`config.mk`:
```
export PLATFORM = sky130hd
export DESIGN_NAME = bl_boot_loader
export DESIGN_NICKNAME = d
export VERILOG_FILES = /design/src/hdl/bl_pkg.sv /design/src/hdl/bl_stream_if.sv /design/src/hdl/bl_boot_loader.sv /design/src/hdl/bl_fifo.sv
export VERILOG_INCLUDE_DIRS = /design/src /design/src/hdl
export SDC_FILE = /design/constraint.sdc
export NUM_CORES = 1
export LEC_CHECK = 0
export BUFFER_PORTS_ARGS = -buffer_cell sky130_fd_sc_hd__buf_2
export CORE_ASPECT_RATIO = 0.8
export CORE_MARGIN = 3
export CORE_UTILIZATION = 50
export DETAILED_ROUTE_END_ITERATION = 6
export MAX_ROUTING_LAYER = met4
export PLACE_DENSITY = 0.68
export SLEW_MARGIN = 20
export SYNTH_ARGS = -nofsm -noshare
export SYNTH_HDL_FRONTEND = slang
export SYNTH_HIERARCHICAL = 1
export SYNTH_SLANG_ARGS = --single-unit
export TNS_END_PERCENT = 20
```
`constraint.sdc`:
```
create_clock -name mclk -period 3.5 [get_ports mclk]
set_input_delay 0.175 -clock mclk [delete_from_list [all_inputs] [get_ports mclk]]
set_output_delay 0.175 -clock mclk [all_outputs]
set_load 0.02 [all_outputs]
```
`src/hdl/bl_defs.svh`:
```
/*
  Constants of the boot loader: timing counts, image markers, check polynomial,
  strap and security bit positions. Assumes a 200 MHz tile clock.
*/
`ifndef BL_DEFS_SVH
`define BL_DEFS_SVH

// clock period and the shortest internal reset process
`define BL_CLK_PERIOD_NS 5
`define BL_BOOT_DELAY_US 15
`define BL_BOOT_DELAY_CYC ((`BL_BOOT_DELAY_US * 1000 + `BL_CLK_PERIOD_NS - 1) / `BL_CLK_PERIOD_NS)
`define BL_DELAY_W 12

// security register: secure boot bit
`define BL_SEC_BOOT_BIT 5

// image check
`define BL_CRC_POLY 32'hedb88320
`define BL_CRC_INIT 32'hffffffff
`define BL_NO_CRC 32'h0d15ab1e

// flash read: command byte, 24-bit address zero, half period of the serial clock
`define BL_SPI_CMD 32'h03000000
`define BL_SPI_CMD_BITS 6'd32
`define BL_SPI_HALF 4

// strap pattern that enables link zero
`define BL_STRAP_LINK 3'b100

`endif

```
`src/hdl/bl_pkg.sv`:
```
/*
  Types of the boot loader: boot source and sequencer state.
  Assumes nothing beyond a SystemVerilog compiler.
*/
`default_nettype none
package bl_pkg;
  typedef enum logic [2:0] {
    BL_SRC_QSPI_M = 3'b000,
    BL_SRC_SPI_M = 3'b001,
    BL_SRC_SPI_S = 3'b010,
    BL_SRC_CHAN = 3'b011,
    BL_SRC_OTP = 3'b100,
    BL_SRC_NONE = 3'b111
  } bl_src_e;

  typedef enum logic [3:0] {
    BL_ST_WAIT = 4'b0000,
    BL_ST_ACK = 4'b0001,
    BL_ST_LEN = 4'b0010,
    BL_ST_PROG = 4'b0011,
    BL_ST_CRC = 4'b0100,
    BL_ST_EOT = 4'b0101,
    BL_ST_SEND = 4'b0110,
    BL_ST_RUN = 4'b0111,
    BL_ST_FAIL = 4'b1000
  } bl_state_e;
endpackage
`default_nettype wire

```
`src/hdl/bl_stream_if.sv`:
```
/*
  Byte stream with valid and ready between the boot loader and its buffer.
  Assumes both ends run on the same clock.
*/
`default_nettype none
interface bl_stream_if #(parameter int W = 8);
  logic valid;
  logic ready;
  logic [W-1:0] data;
  modport src(output valid, output data, input ready);
  modport snk(input valid, input data, output ready);
endinterface
`default_nettype wire

```
`src/hdl/bl_boot_loader.sv`:
```
/*
  Boot loader of one tile: reset delay, strap decode, byte sources (quad and single
  flash master, serial slave, one-time memory, channel), image parse, check, RAM load.
  Assumes RAM, one-time memory and channel logic on mclk; pins come from outside.
*/
`include "bl_defs.svh"
`default_nettype none
module bl_boot_loader #(
  parameter logic TILE = 1'b0,
  parameter int RAM_AW = 16,
  parameter int OTP_AW = 12
) (
  // clock and reset
  input wire logic mclk,
  input wire logic arst_n,
  // straps and security
  input wire logic boot_strap_0,
  input wire logic boot_strap_1,
  input wire logic boot_strap_2,
  input wire logic [15:0] sec_reg,
  // pad control
  output logic gpio_pull_down,
  output logic link_zero_en,
  output logic link_zero_2w,
  // serial flash pins
  input wire logic spi_sclk_i,
  output logic spi_sclk_o,
  output logic spi_sclk_oe,
  input wire logic spi_ss_n_i,
  output logic spi_ss_n_o,
  output logic spi_ss_n_oe,
  input wire logic spi_mosi_i,
  output logic spi_mosi_o,
  output logic spi_mosi_oe,
  input wire logic spi_miso,
  input wire logic [3:0] spi_dq,
  // one-time memory read port
  output logic otp_rd,
  output logic [OTP_AW-1:0] otp_addr,
  input wire logic [7:0] otp_rdata,
  // channel end zero
  input wire logic chan_valid,
  input wire logic [7:0] chan_data,
  output logic chan_ready,
  input wire logic chan_eot,
  output logic ack_end,
  output logic [31:0] ack_chan,
  // RAM write port
  output logic ram_we,
  output logic [RAM_AW-1:0] ram_addr,
  output logic [31:0] ram_wdata,
  input wire logic ram_wready,
  // status
  output bl_pkg::bl_src_e boot_src,
  output logic boot_done,
  output logic boot_fail,
  output logic run_start
);
  import bl_pkg::*;

  bl_stream_if #(.W(8)) fi ();
  bl_stream_if #(.W(8)) fo ();

  bl_fifo #(.DEPTH(2), .W(8)) u_fifo (
    .clk(mclk),
    .rst_n(arst_n),
    .in_s(fi.snk),
    .out_s(fo.src)
  );

  // pin synchronisers: only the second stage is read
  logic [10:0] sync1, sync2;
  logic [2:0] strap_s;
  logic sclk_s, ss_s, mosi_s, miso_s;
  logic [3:0] dq_s;
  assign strap_s = sync2[2:0];
  assign sclk_s = sync2[3];
  assign ss_s = sync2[4];
  assign mosi_s = sync2[5];
  assign miso_s = sync2[6];
  assign dq_s = sync2[10:7];

  bl_state_e state, next_state;
  bl_src_e next_src;
  logic [`BL_DELAY_W-1:0] dly, next_dly;
  logic next_pd, next_link, next_drive, drive;
  logic src_valid, next_src_valid;
  logic [7:0] src_byte, next_src_byte, sh, next_sh;
  logic [2:0] nb, next_nb;
  logic [5:0] cmd_left, next_cmd_left;
  logic [31:0] cmd_sr, next_cmd_sr;
  logic [7:0] div, next_div;
  logic sclk, next_sclk, ss_n, next_ss_n, sclk_q;
  logic next_otp_rd, next_chan_ready, next_ack_end;
  logic [OTP_AW-1:0] next_otp_addr;
  logic [1:0] bcnt, next_bcnt;
  logic [31:0] word, next_word, len, next_len, wcnt, next_wcnt, crc, next_crc;
  logic [31:0] nw, next_ack_chan, next_ram_wdata;
  logic next_ram_we, next_done, next_fail, next_run;
  logic [RAM_AW-1:0] next_ram_addr;
  logic streaming, take, tick;
  logic [7:0] asm_byte;

  // one reflected check step per byte, low bit first
  function automatic logic [31:0] crc_byte(input logic [31:0] c, input logic [7:0] d);
    logic [31:0] r;
    r = c;
    for (int i = 0; i < 8; i++) begin
      r = (r[0] ^ d[i]) ? ((r >> 1) ^ `BL_CRC_POLY) : (r >> 1);
    end
    return r;
  endfunction

  // strap decode per tile; undefined patterns leave the tile without a source unless the secure boot bit forces the one-time memory
  function automatic bl_src_e decode(input logic [2:0] p, input logic sec);
    bl_src_e s;
    s = BL_SRC_NONE;
    case (p)
      3'b000: s = TILE ? BL_SRC_CHAN : BL_SRC_QSPI_M;
      3'b001: s = TILE ? BL_SRC_CHAN : BL_SRC_SPI_M;
      3'b010: s = TILE ? BL_SRC_CHAN : BL_SRC_SPI_S;
      3'b011: s = BL_SRC_SPI_S;
      3'b100: s = BL_SRC_CHAN;
      default: s = BL_SRC_NONE;
    endcase
    if (sec) begin
      s = BL_SRC_OTP;
    end
    return s;
  endfunction

  assign streaming = (state == BL_ST_ACK) || (state == BL_ST_LEN) || (state == BL_ST_PROG) || (state == BL_ST_CRC);
  // parser stalls while a RAM word waits, which backs up through the buffer
  assign fo.ready = streaming && !(ram_we && !ram_wready);
  assign take = fo.valid && fo.ready;
  assign fi.valid = src_valid;
  assign fi.data = src_byte;
  assign tick = (div == 8'h00);
  assign nw = {fo.data, word[31:8]};
  assign asm_byte = (boot_src == BL_SRC_QSPI_M) ? {dq_s, sh[7:4]} : {miso_s, sh[7:1]};

  // next values of the whole sequencer, byte sources and parser
  always_comb begin
    next_state = state;
    next_src = boot_src;
    next_dly = dly;
    next_pd = gpio_pull_down;
    next_link = link_zero_en;
    next_drive = drive;
    next_src_valid = src_valid;
    next_src_byte = src_byte;
    next_sh = sh;
    next_nb = nb;
    next_cmd_left = cmd_left;
    next_cmd_sr = cmd_sr;
    next_div = div;
    next_sclk = sclk;
    next_ss_n = ss_n;
    next_otp_rd = 1'b0;
    next_otp_addr = otp_addr;
    next_ack_end = 1'b0;
    next_bcnt = bcnt;
    next_word = word;
    next_len = len;
    next_wcnt = wcnt;
    next_crc = crc;
    next_ack_chan = ack_chan;
    next_ram_we = ram_we;
    next_ram_addr = ram_addr;
    next_ram_wdata = ram_wdata;
    next_done = boot_done;
    next_fail = boot_fail;
    next_run = 1'b0;
    if (src_valid && fi.ready) begin
      next_src_valid = 1'b0;
    end
    if (ram_we && ram_wready) begin
      next_ram_we = 1'b0;
    end
    // byte sources
    case (boot_src)
      BL_SRC_QSPI_M, BL_SRC_SPI_M: begin
        next_drive = streaming;
        next_ss_n = !streaming;
        next_div = tick ? 8'(`BL_SPI_HALF - 1) : div - 8'h01;
        // serial clock halts while a byte waits for room: no byte is lost
        if (streaming && tick && !src_valid) begin
          next_sclk = !sclk;
          if (!sclk && cmd_left != 6'h00) begin
            next_cmd_left = cmd_left - 6'h01;
          end else if (!sclk) begin
            next_sh = asm_byte;
            next_nb = nb + 3'h1;
            if (nb == ((boot_src == BL_SRC_QSPI_M) ? 3'h1 : 3'h7)) begin
              next_nb = 3'h0;
              next_src_valid = 1'b1;
              next_src_byte = asm_byte;
            end
          end else if (cmd_left != 6'h00) begin
            next_cmd_sr = {cmd_sr[30:0], 1'b0};
          end
        end else if (!streaming) begin
          next_sclk = 1'b0;
        end
      end
      BL_SRC_SPI_S: begin
        // rising edge serves modes 0/0 and 1/1; a byte arriving on a full stage overwrites the waiting byte
        if (streaming && !ss_s && sclk_s && !sclk_q) begin
          next_sh = {mosi_s, sh[7:1]};
          next_nb = nb + 3'h1;
          if (nb == 3'h7) begin
            next_src_valid = 1'b1;
            next_src_byte = {mosi_s, sh[7:1]};
          end
        end
      end
      BL_SRC_OTP: begin
        if (otp_rd) begin
          next_src_valid = 1'b1;
          next_src_byte = otp_rdata;
          next_otp_addr = otp_addr + OTP_AW'(1);
        end else if (streaming && !src_valid) begin
          next_otp_rd = 1'b1;
        end
      end
      BL_SRC_CHAN: begin
        if (chan_valid && chan_ready) begin
          next_src_valid = 1'b1;
          next_src_byte = chan_data;
        end
      end
      default: begin
      end
    endcase
    next_chan_ready = (boot_src == BL_SRC_CHAN) && streaming && !next_src_valid;
    // sequencer and image parser
    case (state)
      BL_ST_WAIT: begin
        next_dly = dly + `BL_DELAY_W'(1);
        if (dly == `BL_DELAY_W'(`BL_BOOT_DELAY_CYC - 1)) begin
          next_pd = 1'b0;
          next_src = decode(strap_s, sec_reg[`BL_SEC_BOOT_BIT]);
          next_link = (strap_s == `BL_STRAP_LINK);
          if (next_src == BL_SRC_NONE) begin
            next_state = BL_ST_FAIL;
          end else if (next_src == BL_SRC_CHAN) begin
            next_state = BL_ST_ACK;
          end else begin
            next_state = BL_ST_LEN;
          end
        end
      end
      BL_ST_ACK, BL_ST_LEN, BL_ST_PROG, BL_ST_CRC: begin
        if (take) begin
          next_word = nw;
          next_bcnt = bcnt + 2'h1;
          if (state == BL_ST_LEN || state == BL_ST_PROG) begin
            next_crc = crc_byte(crc, fo.data);
          end
          if (bcnt == 2'h3) begin
            case (state)
              BL_ST_ACK: begin
                next_ack_chan = nw;
                next_state = BL_ST_LEN;
              end
              BL_ST_LEN: begin
                next_len = nw;
                next_wcnt = 32'h0;
                next_state = (nw == 32'h0) ? BL_ST_CRC : BL_ST_PROG;
              end
              BL_ST_PROG: begin
                next_ram_we = 1'b1;
                next_ram_addr = wcnt[RAM_AW-1:0];
                next_ram_wdata = nw;
                next_wcnt = wcnt + 32'h1;
                if (wcnt + 32'h1 == len) begin
                  next_state = BL_ST_CRC;
                end
              end
              default: begin
                if (nw == `BL_NO_CRC || nw == ~crc) begin
                  next_state = (boot_src == BL_SRC_CHAN) ? BL_ST_EOT : BL_ST_RUN;
                end else begin
                  next_state = BL_ST_FAIL;
                end
              end
            endcase
          end
        end
      end
      BL_ST_EOT: begin
        if (chan_eot) begin
          next_state = BL_ST_SEND;
        end
      end
      BL_ST_SEND: begin
        next_ack_end = 1'b1;
        next_state = BL_ST_RUN;
      end
      BL_ST_RUN: begin
        // start only after the last word has left for RAM
        if (!ram_we && !boot_done) begin
          next_done = 1'b1;
          next_run = 1'b1;
        end
      end
      BL_ST_FAIL: begin
        next_fail = 1'b1;
      end
      default: begin
        next_state = BL_ST_FAIL;
      end
    endcase
  end

  // registers; the reset pin holds everything and turns the pull-downs on
  always_ff @(posedge mclk or negedge arst_n) begin
    if (!arst_n) begin
      sync1 <= 11'h000;
      sync2 <= 11'h000;
      state <= BL_ST_WAIT;
      boot_src <= BL_SRC_NONE;
      dly <= '0;
      gpio_pull_down <= 1'b1;
      link_zero_en <= 1'b0;
      drive <= 1'b0;
      src_valid <= 1'b0;
      src_byte <= 8'h00;
      sh <= 8'h00;
      nb <= 3'h0;
      cmd_left <= `BL_SPI_CMD_BITS;
      cmd_sr <= `BL_SPI_CMD;
      div <= 8'h00;
      sclk <= 1'b0;
      ss_n <= 1'b1;
      sclk_q <= 1'b0;
      otp_rd <= 1'b0;
      otp_addr <= '0;
      chan_ready <= 1'b0;
      ack_end <= 1'b0;
      bcnt <= 2'h0;
      word <= 32'h0;
      len <= 32'h0;
      wcnt <= 32'h0;
      crc <= `BL_CRC_INIT;
      ack_chan <= 32'h0;
      ram_we <= 1'b0;
      ram_addr <= '0;
      ram_wdata <= 32'h0;
      boot_done <= 1'b0;
      boot_fail <= 1'b0;
      run_start <= 1'b0;
    end else begin
      sync1 <= {spi_dq, spi_miso, spi_mosi_i, spi_ss_n_i, spi_sclk_i, boot_strap_2, boot_strap_1, boot_strap_0};
      sync2 <= sync1;
      state <= next_state;
      boot_src <= next_src;
      dly <= next_dly;
      gpio_pull_down <= next_pd;
      link_zero_en <= next_link;
      drive <= next_drive;
      src_valid <= next_src_valid;
      src_byte <= next_src_byte;
      sh <= next_sh;
      nb <= next_nb;
      cmd_left <= next_cmd_left;
      cmd_sr <= next_cmd_sr;
      div <= next_div;
      sclk <= next_sclk;
      ss_n <= next_ss_n;
      sclk_q <= sclk_s;
      otp_rd <= next_otp_rd;
      otp_addr <= next_otp_addr;
      chan_ready <= next_chan_ready;
      ack_end <= next_ack_end;
      bcnt <= next_bcnt;
      word <= next_word;
      len <= next_len;
      wcnt <= next_wcnt;
      crc <= next_crc;
      ack_chan <= next_ack_chan;
      ram_we <= next_ram_we;
      ram_addr <= next_ram_addr;
      ram_wdata <= next_ram_wdata;
      boot_done <= next_done;
      boot_fail <= next_fail;
      run_start <= next_run;
    end
  end

  // pin drivers straight from flops; link zero only ever runs two-wire here
  assign link_zero_2w = link_zero_en;
  assign spi_sclk_o = sclk;
  assign spi_ss_n_o = ss_n;
  assign spi_mosi_o = cmd_sr[31];
  assign spi_sclk_oe = drive;
  assign spi_ss_n_oe = drive;
  assign spi_mosi_oe = drive;
endmodule
`default_nettype wire

```
`src/hdl/bl_fifo.sv`:
```
/*
  Small first-in first-out buffer for the boot byte stream, registered entries.
  Assumes one clock and an asynchronous active-low reset.
*/
`default_nettype none
module bl_fifo #(
  parameter int DEPTH = 2,
  parameter int W = 8
) (
  // clock and reset
  input wire logic clk,
  input wire logic rst_n,
  // filling side and draining side
  bl_stream_if.snk in_s,
  bl_stream_if.src out_s
);
  localparam int AW = (DEPTH > 1) ? $clog2(DEPTH) : 1;

  logic [AW-1:0] wr_ptr, rd_ptr, next_wr_ptr, next_rd_ptr;
  logic [AW:0] count, next_count;
  logic [W-1:0] mem [DEPTH];
  logic push, pop;

  // honest full and empty; ready drops when every entry holds a word
  assign in_s.ready = (count != (AW+1)'(DEPTH));
  assign out_s.valid = (count != '0);
  assign out_s.data = mem[rd_ptr];
  assign push = in_s.valid && in_s.ready;
  assign pop = out_s.valid && out_s.ready;

  // pointer and fill level, wrapping for any depth
  always_comb begin
    next_wr_ptr = wr_ptr;
    next_rd_ptr = rd_ptr;
    next_count = count;
    if (push) begin
      next_wr_ptr = (wr_ptr == AW'(DEPTH - 1)) ? '0 : wr_ptr + AW'(1);
    end
    if (pop) begin
      next_rd_ptr = (rd_ptr == AW'(DEPTH - 1)) ? '0 : rd_ptr + AW'(1);
    end
    if (push && !pop) begin
      next_count = count + (AW+1)'(1);
    end else if (pop && !push) begin
      next_count = count - (AW+1)'(1);
    end
  end

  always_ff @(posedge clk or negedge rst_n) begin
    if (!rst_n) begin
      wr_ptr <= '0;
      rd_ptr <= '0;
      count <= '0;
    end else begin
      wr_ptr <= next_wr_ptr;
      rd_ptr <= next_rd_ptr;
      count <= next_count;
    end
  end

  // one register per entry, loaded only when written
  for (genvar i = 0; i < DEPTH; i++) begin : g_entry
    always_ff @(posedge clk or negedge rst_n) begin
      if (!rst_n) begin
        mem[i] <= '0;
      end else if (push && (wr_ptr == AW'(i))) begin
        mem[i] <= in_s.data;
      end
    end
  end
endmodule
`default_nettype wire

```
## Word level (Yosys, flattened, before mapping)

Cells that the tools add are included.

- Bits in registers: 338
- Bits in latches: 0
- RAM bits: 0
- ROM bits: 0
- Input port bits: 48
- Output and inout bits: 111
- Word-level logic and storage cells: 257
- Memories: 0

- Add/sub/neg operators: 11
- Multipliers: 0
- Div/mod/pow operators: 0
- Order comparisons: 1
- Equal/unequal tests: 40
- Shift-type cells: 0
- Multiplexer cells: 78
- Bitwise logic cells: 21
- Reduce and logical (&&, ||, !) cells: 67

Operators by type and width:

| operator | count |
|---|---|
| $mux W32 | 8 |
| $mux W8 | 17 |
| $not A13 Y14 | 8 |
| $eq A32 B32 Y1 | 2 |
| $pmux W32 S2 | 1 |
| $add A32 B1 Y32 const B | 1 |
| $eq A32 B28 Y1 const B | 1 |
| $logic_not A32 Y1 | 1 |
| $not A32 Y32 | 1 |
| $pmux W8 S4 | 1 |
| $mux W3 | 10 |
| $mux W4 | 7 |
| $add A12 B1 Y12 const B | 2 |
| $mux W1 | 24 |
| $ne A2 B2 Y1 const B | 12 |
| $logic_and A1 B1 Y1 | 20 |
| $pmux W4 S5 | 1 |
| $eq A4 B3 Y1 const B | 4 |
| $pmux W8 S2 | 1 |
| $reduce_and A4 Y1 | 4 |
| $eq A3 B2 Y1 const B | 5 |
| $eq A12 B12 Y1 const B | 1 |
| $eq A3 B3 Y1 const B | 4 |
| $logic_not A1 Y1 | 12 |
| 37 further kinds | 70 |

## Depth between registers and ports, before layout

Gate-level depths: netlist of the first run.

- Word-level depth: 20
- Gate-level depth with buffers: 12
- Gate-level depth less buffers: 10

## Cells and area by module

The synthesis of the first run kept the hierarchy.

By module, submodules not included:

| module | instances | cells each | area an instance (um^2) | seq. area each (um^2) |
|---|---|---|---|---|
| bl_boot_loader | 1 | 1361 | 15263.4 | 7782.5 |
| bl_fifo | 1 | 60 | 969.7 | 500.5 |

## Worst setup path before layout of the first run

No wires, ideal clock.

- Path kind: reg-to-reg
- Start point: reg wcnt[1]
- End point: reg state[0]
- Library setup time: 0.125 ns
- Data arrival time: 2.827 ns
- Required time: 3.375 ns
- Slack: 0.548 ns
- Stages on the path, launching flop included: 10
- Path buffers: 0
- Period minus slack after synthesis: 2.952 ns
- Cells stage by stage: dfrtp_1 -> ha_1 -> nand3_1 -> nor3_2 -> nand4_1 -> xnor2_1 -> or4_4 -> nor4_4 -> a31oi_2 -> mux2_4

- Word-level cells in the longest chain between the ends: 4

RTL lines:

| item | line | source |
|---|---|---|
| from (decl) | bl_boot_loader.sv:97 | `logic [31:0] word, next_word, len, next_len, wcnt, next_wcnt, crc, next_crc;` |
| from (signal assigned) | bl_boot_loader.sv:379 | `wcnt <= next_wcnt;` |
| $add A32 B1 Y32 | bl_boot_loader.sv:276 | `if (wcnt + 32'h1 == len) begin` |
| $eq A32 B32 Y1 | bl_boot_loader.sv:276 |  |
| $ne A3 B3 Y1 (no line) | -- |  |
| $reduce_and A6 Y1 (no line) | -- |  |
| to (signal assigned) | bl_boot_loader.sv:356 | `state <= next_state;` |
| to (decl) | bl_boot_loader.sv:83 | `bl_state_e state, next_state;` |

No other way between the ends.
A chain may end at the register's enable or synchronous reset.

## Worst setup path after layout of the first run

Same ends and word-level chain as after synthesis.

==> results of run 1 <==
-- sequential cells by signal, indices dropped and copies added, names as in the netlist, 2 cells and up --
name          count
bcnt              2
div               8
cmd_left          6
u_fifo/mem       16
sync2            11
ram_wdata        32
otp_addr         12
fi.data           8
dly              12
state             4
cmd_sr            8
sync1            11
u_fifo/count      2
sh                7
boot_src          3
nb                3
ack_chan         32
wcnt             32
crc              32
word             24
ram_addr         16
len              32
-- synthesized netlist by cell type, types with 5 or more instances --
library cell | instances | area (µm²)
and3_1 | 15 | 93.8
buf_2 | 18 | 90.1
o31ai_1 | 8 | 60.1
mux2_2 | 163 | 1840
dfstp_2 | 40 | 1050
nor4_1 | 22 | 138
mux2_4 | 17 | 255
a21o_1 | 12 | 90.1
ha_1 | 9 | 113
o21ai_0 | 73 | 365
nor2b_1 | 13 | 81.3
or3_1 | 11 | 68.8
clkbuf_1 | 57 | 214
nand2_1 | 109 | 409
mux2i_1 | 20 | 200
dfrtp_1 | 289 | 7230
xor2_1 | 41 | 359
o22ai_1 | 5 | 31.3
a31oi_1 | 6 | 37.5
nand2b_1 | 12 | 75.1
nand4_1 | 23 | 144
xnor2_1 | 140 | 1230
inv_1 | 15 | 56.3
buf_4 | 7 | 52.6
or2_2 | 9 | 56.3
o221ai_1 | 10 | 87.6
a21oi_1 | 25 | 125
nor3_1 | 26 | 130
a22o_1 | 28 | 245
nand3_1 | 47 | 235
and2_1 | 9 | 56.3
and4_1 | 8 | 70.1
nor2_1 | 57 | 214
-- worst min-delay path by stage --
| stage | startpoint | to | slack [ns] | cells past startpoint |
|---|---|---|---|---|
| finish | otp_rdata[7] | fi.data[7] | 0.007 | 4 |
| global placement | spi_dq[0] | sync1[7] | 0.28 | 1 |
| detailed placement | spi_ss_n_i | sync1[4] | 0.28 | 1 |
| global route | otp_rdata[6] | fi.data[6] | 0.02 | 4 |
| floorplan | arst_n | ack_chan[0] | -0.12 | 0 |
| CTS | otp_rdata[7] | fi.data[7] | 0.003 | 4 |
-- cell families (layout without fill, tap and decap cells) --
logic type / count (synthesis) / count (layout) / share of synthesized area
compound gates: 196 / 196 / 0.0800
flops: 329 / 329 / 0.510
simple gates: 398 / 398 / 0.132
buf+inv: 105 / 283 / 0.0292
mux: 202 / 202 / 0.143
fa+ha+maj: 9 / 9 / 0.00694
xor+xnor: 182 / 182 / 0.0987
-- worst min-delay path: cells and delay by family --
kind	cells	cell delay (ns)
multiplexers	1	0.15
AO/OA/AOI/OAI	1	0.06
buffers and inverters	1	0.08
AND/OR/NAND/NOR	1	0.04
-- layout make-up --
| cell class | count | area, µm² | area share |
|---|---|---|---|
| multi-input combinational | 987 | 7480 | 0.399 |
| sequential | 329 | 8280 | 0.443 |
| clock buffer | 48 | 955 | 0.0510 |
| clock inverter | 9 | 141 | 0.00755 |
| tap | 420 | 526 | 0.0281 |
| timing repair buffer | 211 | 1280 | 0.0684 |
| inverter | 15 | 56.3 | 0.00301 |
-- metrics by stage --
stage                     hold WS, ns  area (µm²)  utilization  setup WS [ns]  instances
after floorplan                -0.121       16200            -          0.548       1421
after detailed placement        0.284       17500        0.552          0.282       1949
after global placement          0.283       17500        0.552          0.336       1949
after CTS                     0.00321       18700        0.590          0.266       2019
after global routing           0.0154       18700        0.590       0.000737       2019
final                         0.00750       18700        0.590          0.238       2019
-- per-layer routing --
| layer | vias to the layer above | global-route usage | wire [µm] |
|---|---|---|---|
| met5 | - | - | 0 |
| met4 | 0 | 0.0460 | 606 |
| met3 | 65 | 0.0354 | 1970 |
| met2 | 299 | 0.350 | 17900 |
| met1 | 5736 | 0.348 | 19500 |
| li1 | 5338 | - | - |
-- report_power, final --
part	switching, mW	leakage (nW)	total [mW]	internal (mW)
Sequential	0.0794	4.36	4.00	3.92
Clock	1.49	0.533	3.62	2.13
Combinational	0.746	3.87	1.44	0.691
-- layout by cell type (no fill, tap or decap), types with 9 or more instances in the layout --
cell / instances
a21o_1: 12
a21oi_1: 25
a22o_1: 28
and2_1: 9
and3_1: 15
buf_2: 142
buf_4: 54
clkbuf_1: 10
clkbuf_16: 35
dfrtp_1: 289
dfstp_2: 40
dlygate4sd3_1: 13
ha_1: 9
inv_1: 15
mux2_2: 163
mux2_4: 17
mux2i_1: 20
nand2_1: 109
nand2b_1: 12
nand3_1: 47
nand4_1: 23
nor2_1: 57
nor2b_1: 13
nor3_1: 26
nor4_1: 22
o21ai_0: 73
o221ai_1: 10
or2_2: 9
or3_1: 11
xnor2_1: 140
xor2_1: 41
==> impl_metrics.yaml, run 1 <==
global_route:
  antenna_found_initial: 0
  grt_pass1_wl_um: 64100
  grt_pass1_vias: 11300
  overflow: 0
  grt_max_degree: 125
  grt_usage: 0.235
floorplan:
  dieWidth_um: 207
  die_h_um: 167
  die-area_um2: 34700
  core_um2: 31700
  start_util: 0.512
  num_rows: 58
  io_pins: 159
worst_setup_path:
  slowest_stage: "nor4_2"
  crit_type: "flop to flop"
  r2r-start: "wcnt[1]"
  cp.required_ns: 3.90
  path_delay_family: "simple AND/OR/NAND/NOR gates"
  crit_path_start_kind: "flop"
  r2r-end: "state[0]"
  cp-endpoint: "state[0]"
  path_buf_inv: 1
  startpoint: "wcnt[1]"
  cp.arrival_ns: 3.66
  worstPathMaxFanout: 7
  r2r_cells: 10
  regToRegSetupSlack_ns: 0.24
  end_kind: "flop"
  crit_cells: 10
  max_stage_delay_ns: 0.46
  cp_cell_sequence: "ha_1, nand3_1, buf_4, nor4_2, nand4_1, xnor2_1, nand4b_1, nor4_1, a31oi_2, mux2_4"
cells_and_area:
  drive_gt1_frac: 0.313
  n_antenna_cell: 0
  layout.nets: 1635
  nFillCells: 2604
  syn2layout_area_growth_pct: 15.3
synthesis:
  yosys_warnings: 6
  synth_ff_type: "dfrtp_1"
  synth-edff-count: 0
  synthesis.instances: 1421
  syn_nets: 1478
  synth_area_um2: 16200
  syn_area_per_cell_um2: 11.4
  async_reset_ff_frac: 1.00
  ys_ff_latch: 329
  ys_types: 82
  yosysSeqAreaShare: 0.510
detailed_routing:
  dr.first_iter.drc_count: 965
  postRouteAntennaNets: 0
  routedWlPerCell_um: 19.8
  wirelength_um: 40000
  drc: 0
  viasPerCell: 5.67
  drtPass1Iterations: 7
  dr_total_vias: 11400
pwr:
  p_leak_nw: 8.77
  powerDensity_nw_per_um2: 484
  power.total_mw: 9.05
  ir_drop_mv: 0.479
hold_path:
  hold_class: "primary input to flop"
run_status:
  status: "complete, no violations"
clocking:
  postCtsHoldBufs: 13
  cts_buffer_depth: 3
  root_buffer: "clkbuf_16"
  cts_resized: 0
  ctsHtreeMaxLevel: 2
  clk_pin_slew_ns: 0.06
  post-cts-setup-buffers: 0
  cts_buffers: 34
  cts_tree: "built"
  clock_sinks: 329
  worst_skew_pair.late_latency_ns: 0.53
placed_design:
  io_buffers: 143
  place_congestion: 0.912
  dp_hpwl_um: 28200
sta:
  min_period_over_period: 0.932
  worst_pin_slew_ns: 0.998
  setup_viol: 0
  fmax_mhz: 307
  setup-tns-final_ns: 0
  slew_viol_final: 0
  min_period_ns: 3.26
  skew_ns: 0.0177
  slew_headroom: 0.335
  grt_setup_unrepaired: "no"
  hold_viol: 0
run:
  cap_violations: 0
(Power assumes the default switching activity.)
==> run 2, diff against run 1 <==
--- a/config.mk
+++ b/config.mk
@@ -7,6 +7,7 @@
 export NUM_CORES = 1
 export LEC_CHECK = 0
 export BUFFER_PORTS_ARGS = -buffer_cell sky130_fd_sc_hd__buf_2
+export CAP_MARGIN = 20
 export CORE_ASPECT_RATIO = 0.8
 export CORE_MARGIN = 3
 export CORE_UTILIZATION = 50
@@ -18,4 +19,4 @@
 export SYNTH_HDL_FRONTEND = slang
 export SYNTH_HIERARCHICAL = 1
 export SYNTH_SLANG_ARGS = --single-unit
-export TNS_END_PERCENT = 20
+export TNS_END_PERCENT = 30
==> constraint.sdc (replaced) <==
create_clock -name mclk -period 3.4 [get_ports mclk]
set_input_delay 0.17 -clock mclk [delete_from_list [all_inputs] [get_ports mclk]]
set_output_delay 0.17 -clock mclk [all_outputs]
set_load 0.02 [all_outputs]
==> impl_metrics.yaml, run 2 (synthesis gave the netlist of run 1 again) <==
run_status:
  status: "complete, no violations"
detailed_routing:
  dr_total_vias: 11400
  drtPass1Iterations: 5
  top_layer: "met4"
  drc: 0
  routedWlPerCell_um: 19.8
  postRouteAntennaNets: 0
  met2_length_um: 17700
  viasPerCell: 5.63
  dr_wl_met3_um: 1850
  wirelength_um: 40100
  dr.first_iter.drc_count: 977
  m1WireLength_um: 19800
cells_and_area:
  final_cell_mix: "dfrtp_1 (289), mux2_2 (163), buf_2 (142)"
  drive_gt1_frac: 0.315
  multi_input_area_um2: 7480
  n_antenna_cell: 0
  final_common_cell: "dfrtp_1"
  nFillCells: 2614
  layout.nets: 1632
  fin_cells: 2021
  fin_util: 0.596
  syn2layout_area_growth_pct: 16.4
  seq_area_um2: 8280
global_route:
  antenna_found_initial: 0
  grt_pass1_vias: 11200
  overflow: 0
  grt_max_degree: 111
  grt_pass1_wl_um: 64300
  grt_usage: 0.237
placed_design:
  dp.cells: 1941
  dp_hpwl_um: 27600
  io_buffers: 143
  place_ws_ns: 0.0659
  place_congestion: 0.922
sta:
  slew_viol_final: 0
  slew_headroom: 0.431
  grt_setup_unrepaired: "no"
  min_period_ns: 3.30
  setup_viol: 0
  hold_viol: 0
  fmax_mhz: 303
  setup-tns-final_ns: 0
  min_period_over_period: 0.971
  holdWs_ns: 0.0149
  worst_pin_slew_ns: 0.853
  timing.final.ws_setup_ns: 0.0977
  skew_ns: 0.0198
clocking:
  cts_tree: "built"
  cts_buffers: 35
  worst_skew_pair.late_latency_ns: 0.54
  ctsHtreeMaxLevel: 2
  clock_sinks: 329
  clk_pin_slew_ns: 0.06
  cts_buffer_depth: 3
  post-cts-setup-buffers: 0
  root_buffer: "clkbuf_16"
worst_setup_path:
  end_kind: "flop"
  slowest_stage: "o41ai_1"
  crit_path_start_kind: "flop"
  max_stage_delay_ns: 0.54
  cp_cell_sequence: "and4_1, and2_1, o211ai_2, or4b_1, nor4b_1, nand4_1, o41ai_1, o221ai_1"
  worstPathMaxFanout: 9
  crit_type: "flop to flop"
  cp.required_ns: 3.76
  cp.arrival_ns: 3.67
hold_path:
  hold_class: "primary input to flop"
floorplan:
  core_um2: 31700
  die-area_um2: 34700
  start_util: 0.512
  dieWidth_um: 207
  io_pins: 159
  num_rows: 58
  die_h_um: 167
pwr:
  ir_drop_mv: 0.509
  powerDensity_nw_per_um2: 513
  p_leak_nw: 8.84
run:
  cap_violations: 0
==> run 2: changes by cell type in the layout (fill, tap and decap cells not counted), sizes merged <==
| cell | previous run | this run |
|---|---|---|
| clkinv | 3 | 6 |
| dlygate4sd3 | 13 | 17 |
| buf | 198 | 190 |
| bufinv | 3 | 5 |
| clkbuf | 48 | 49 |
==> run 2: timing repair <==
item / CTS / global route
gates resized for setup: 0 / 3
endpoints found under the hold margin: 120 / 0
endpoints found under the setup margin: 0 / 2
hold buffers: 17 / 0
==> run 2: path summary, 6_finish.rpt <==
kind                       slack [ns]      endpoint         start  cells after the start
max                               0.1      state[1]      wcnt[15]                      8
min                              0.01    fi.data[4]  otp_rdata[4]                      4
max reg2reg                       0.1      state[1]      wcnt[15]                      8
min reg2reg                      0.35      sync2[5]      sync1[5]                      0
max in group asynchronous        2.16       crc[19]        arst_n                      3
min in group asynchronous        0.32  ram_addr[12]        arst_n                      2
==> run 2: per-layer routing <==
layer  GRT usage  vias up
met5           -        -
met4      0.0531        0
met3      0.0363       53
met2       0.344      285
met1       0.353     5720
li1            -     5326
==> run 2: power breakdown <==
group,internal [mW],total [mW],switching [mW]
logic,0.691,1.46,0.765
registers,4.03,4.11,0.0838
clock network,2.50,4.12,1.62
total,7.22,9.69,2.47
==> run 2: area by class of cell <==
class                   count  share of cell area
clock inverters            14              0.0128
well taps                 420              0.0278
repair buffers            207              0.0681
clock buffers              49              0.0539
inverters                  15             0.00298
multi-input cells         987               0.396
flip-flops and latches    329               0.438
==> run 2: critical path: cells and delay by family (launching register included) <==
kind	cells	cell delay (ns)
AO/OA/AOI/OAI	3	0.87
flip-flops	1	0.51
AND/OR/NAND/NOR	5	1.75
==> run 2: metrics by stage <==
stage                     area (µm²)  total power [mW]
final                          18900              9.69
after global routing           18900              10.1
after CTS                      18900              9.77
after detailed placement       17500              5.61
after global placement         17500              5.58
after floorplan                16200              5.20
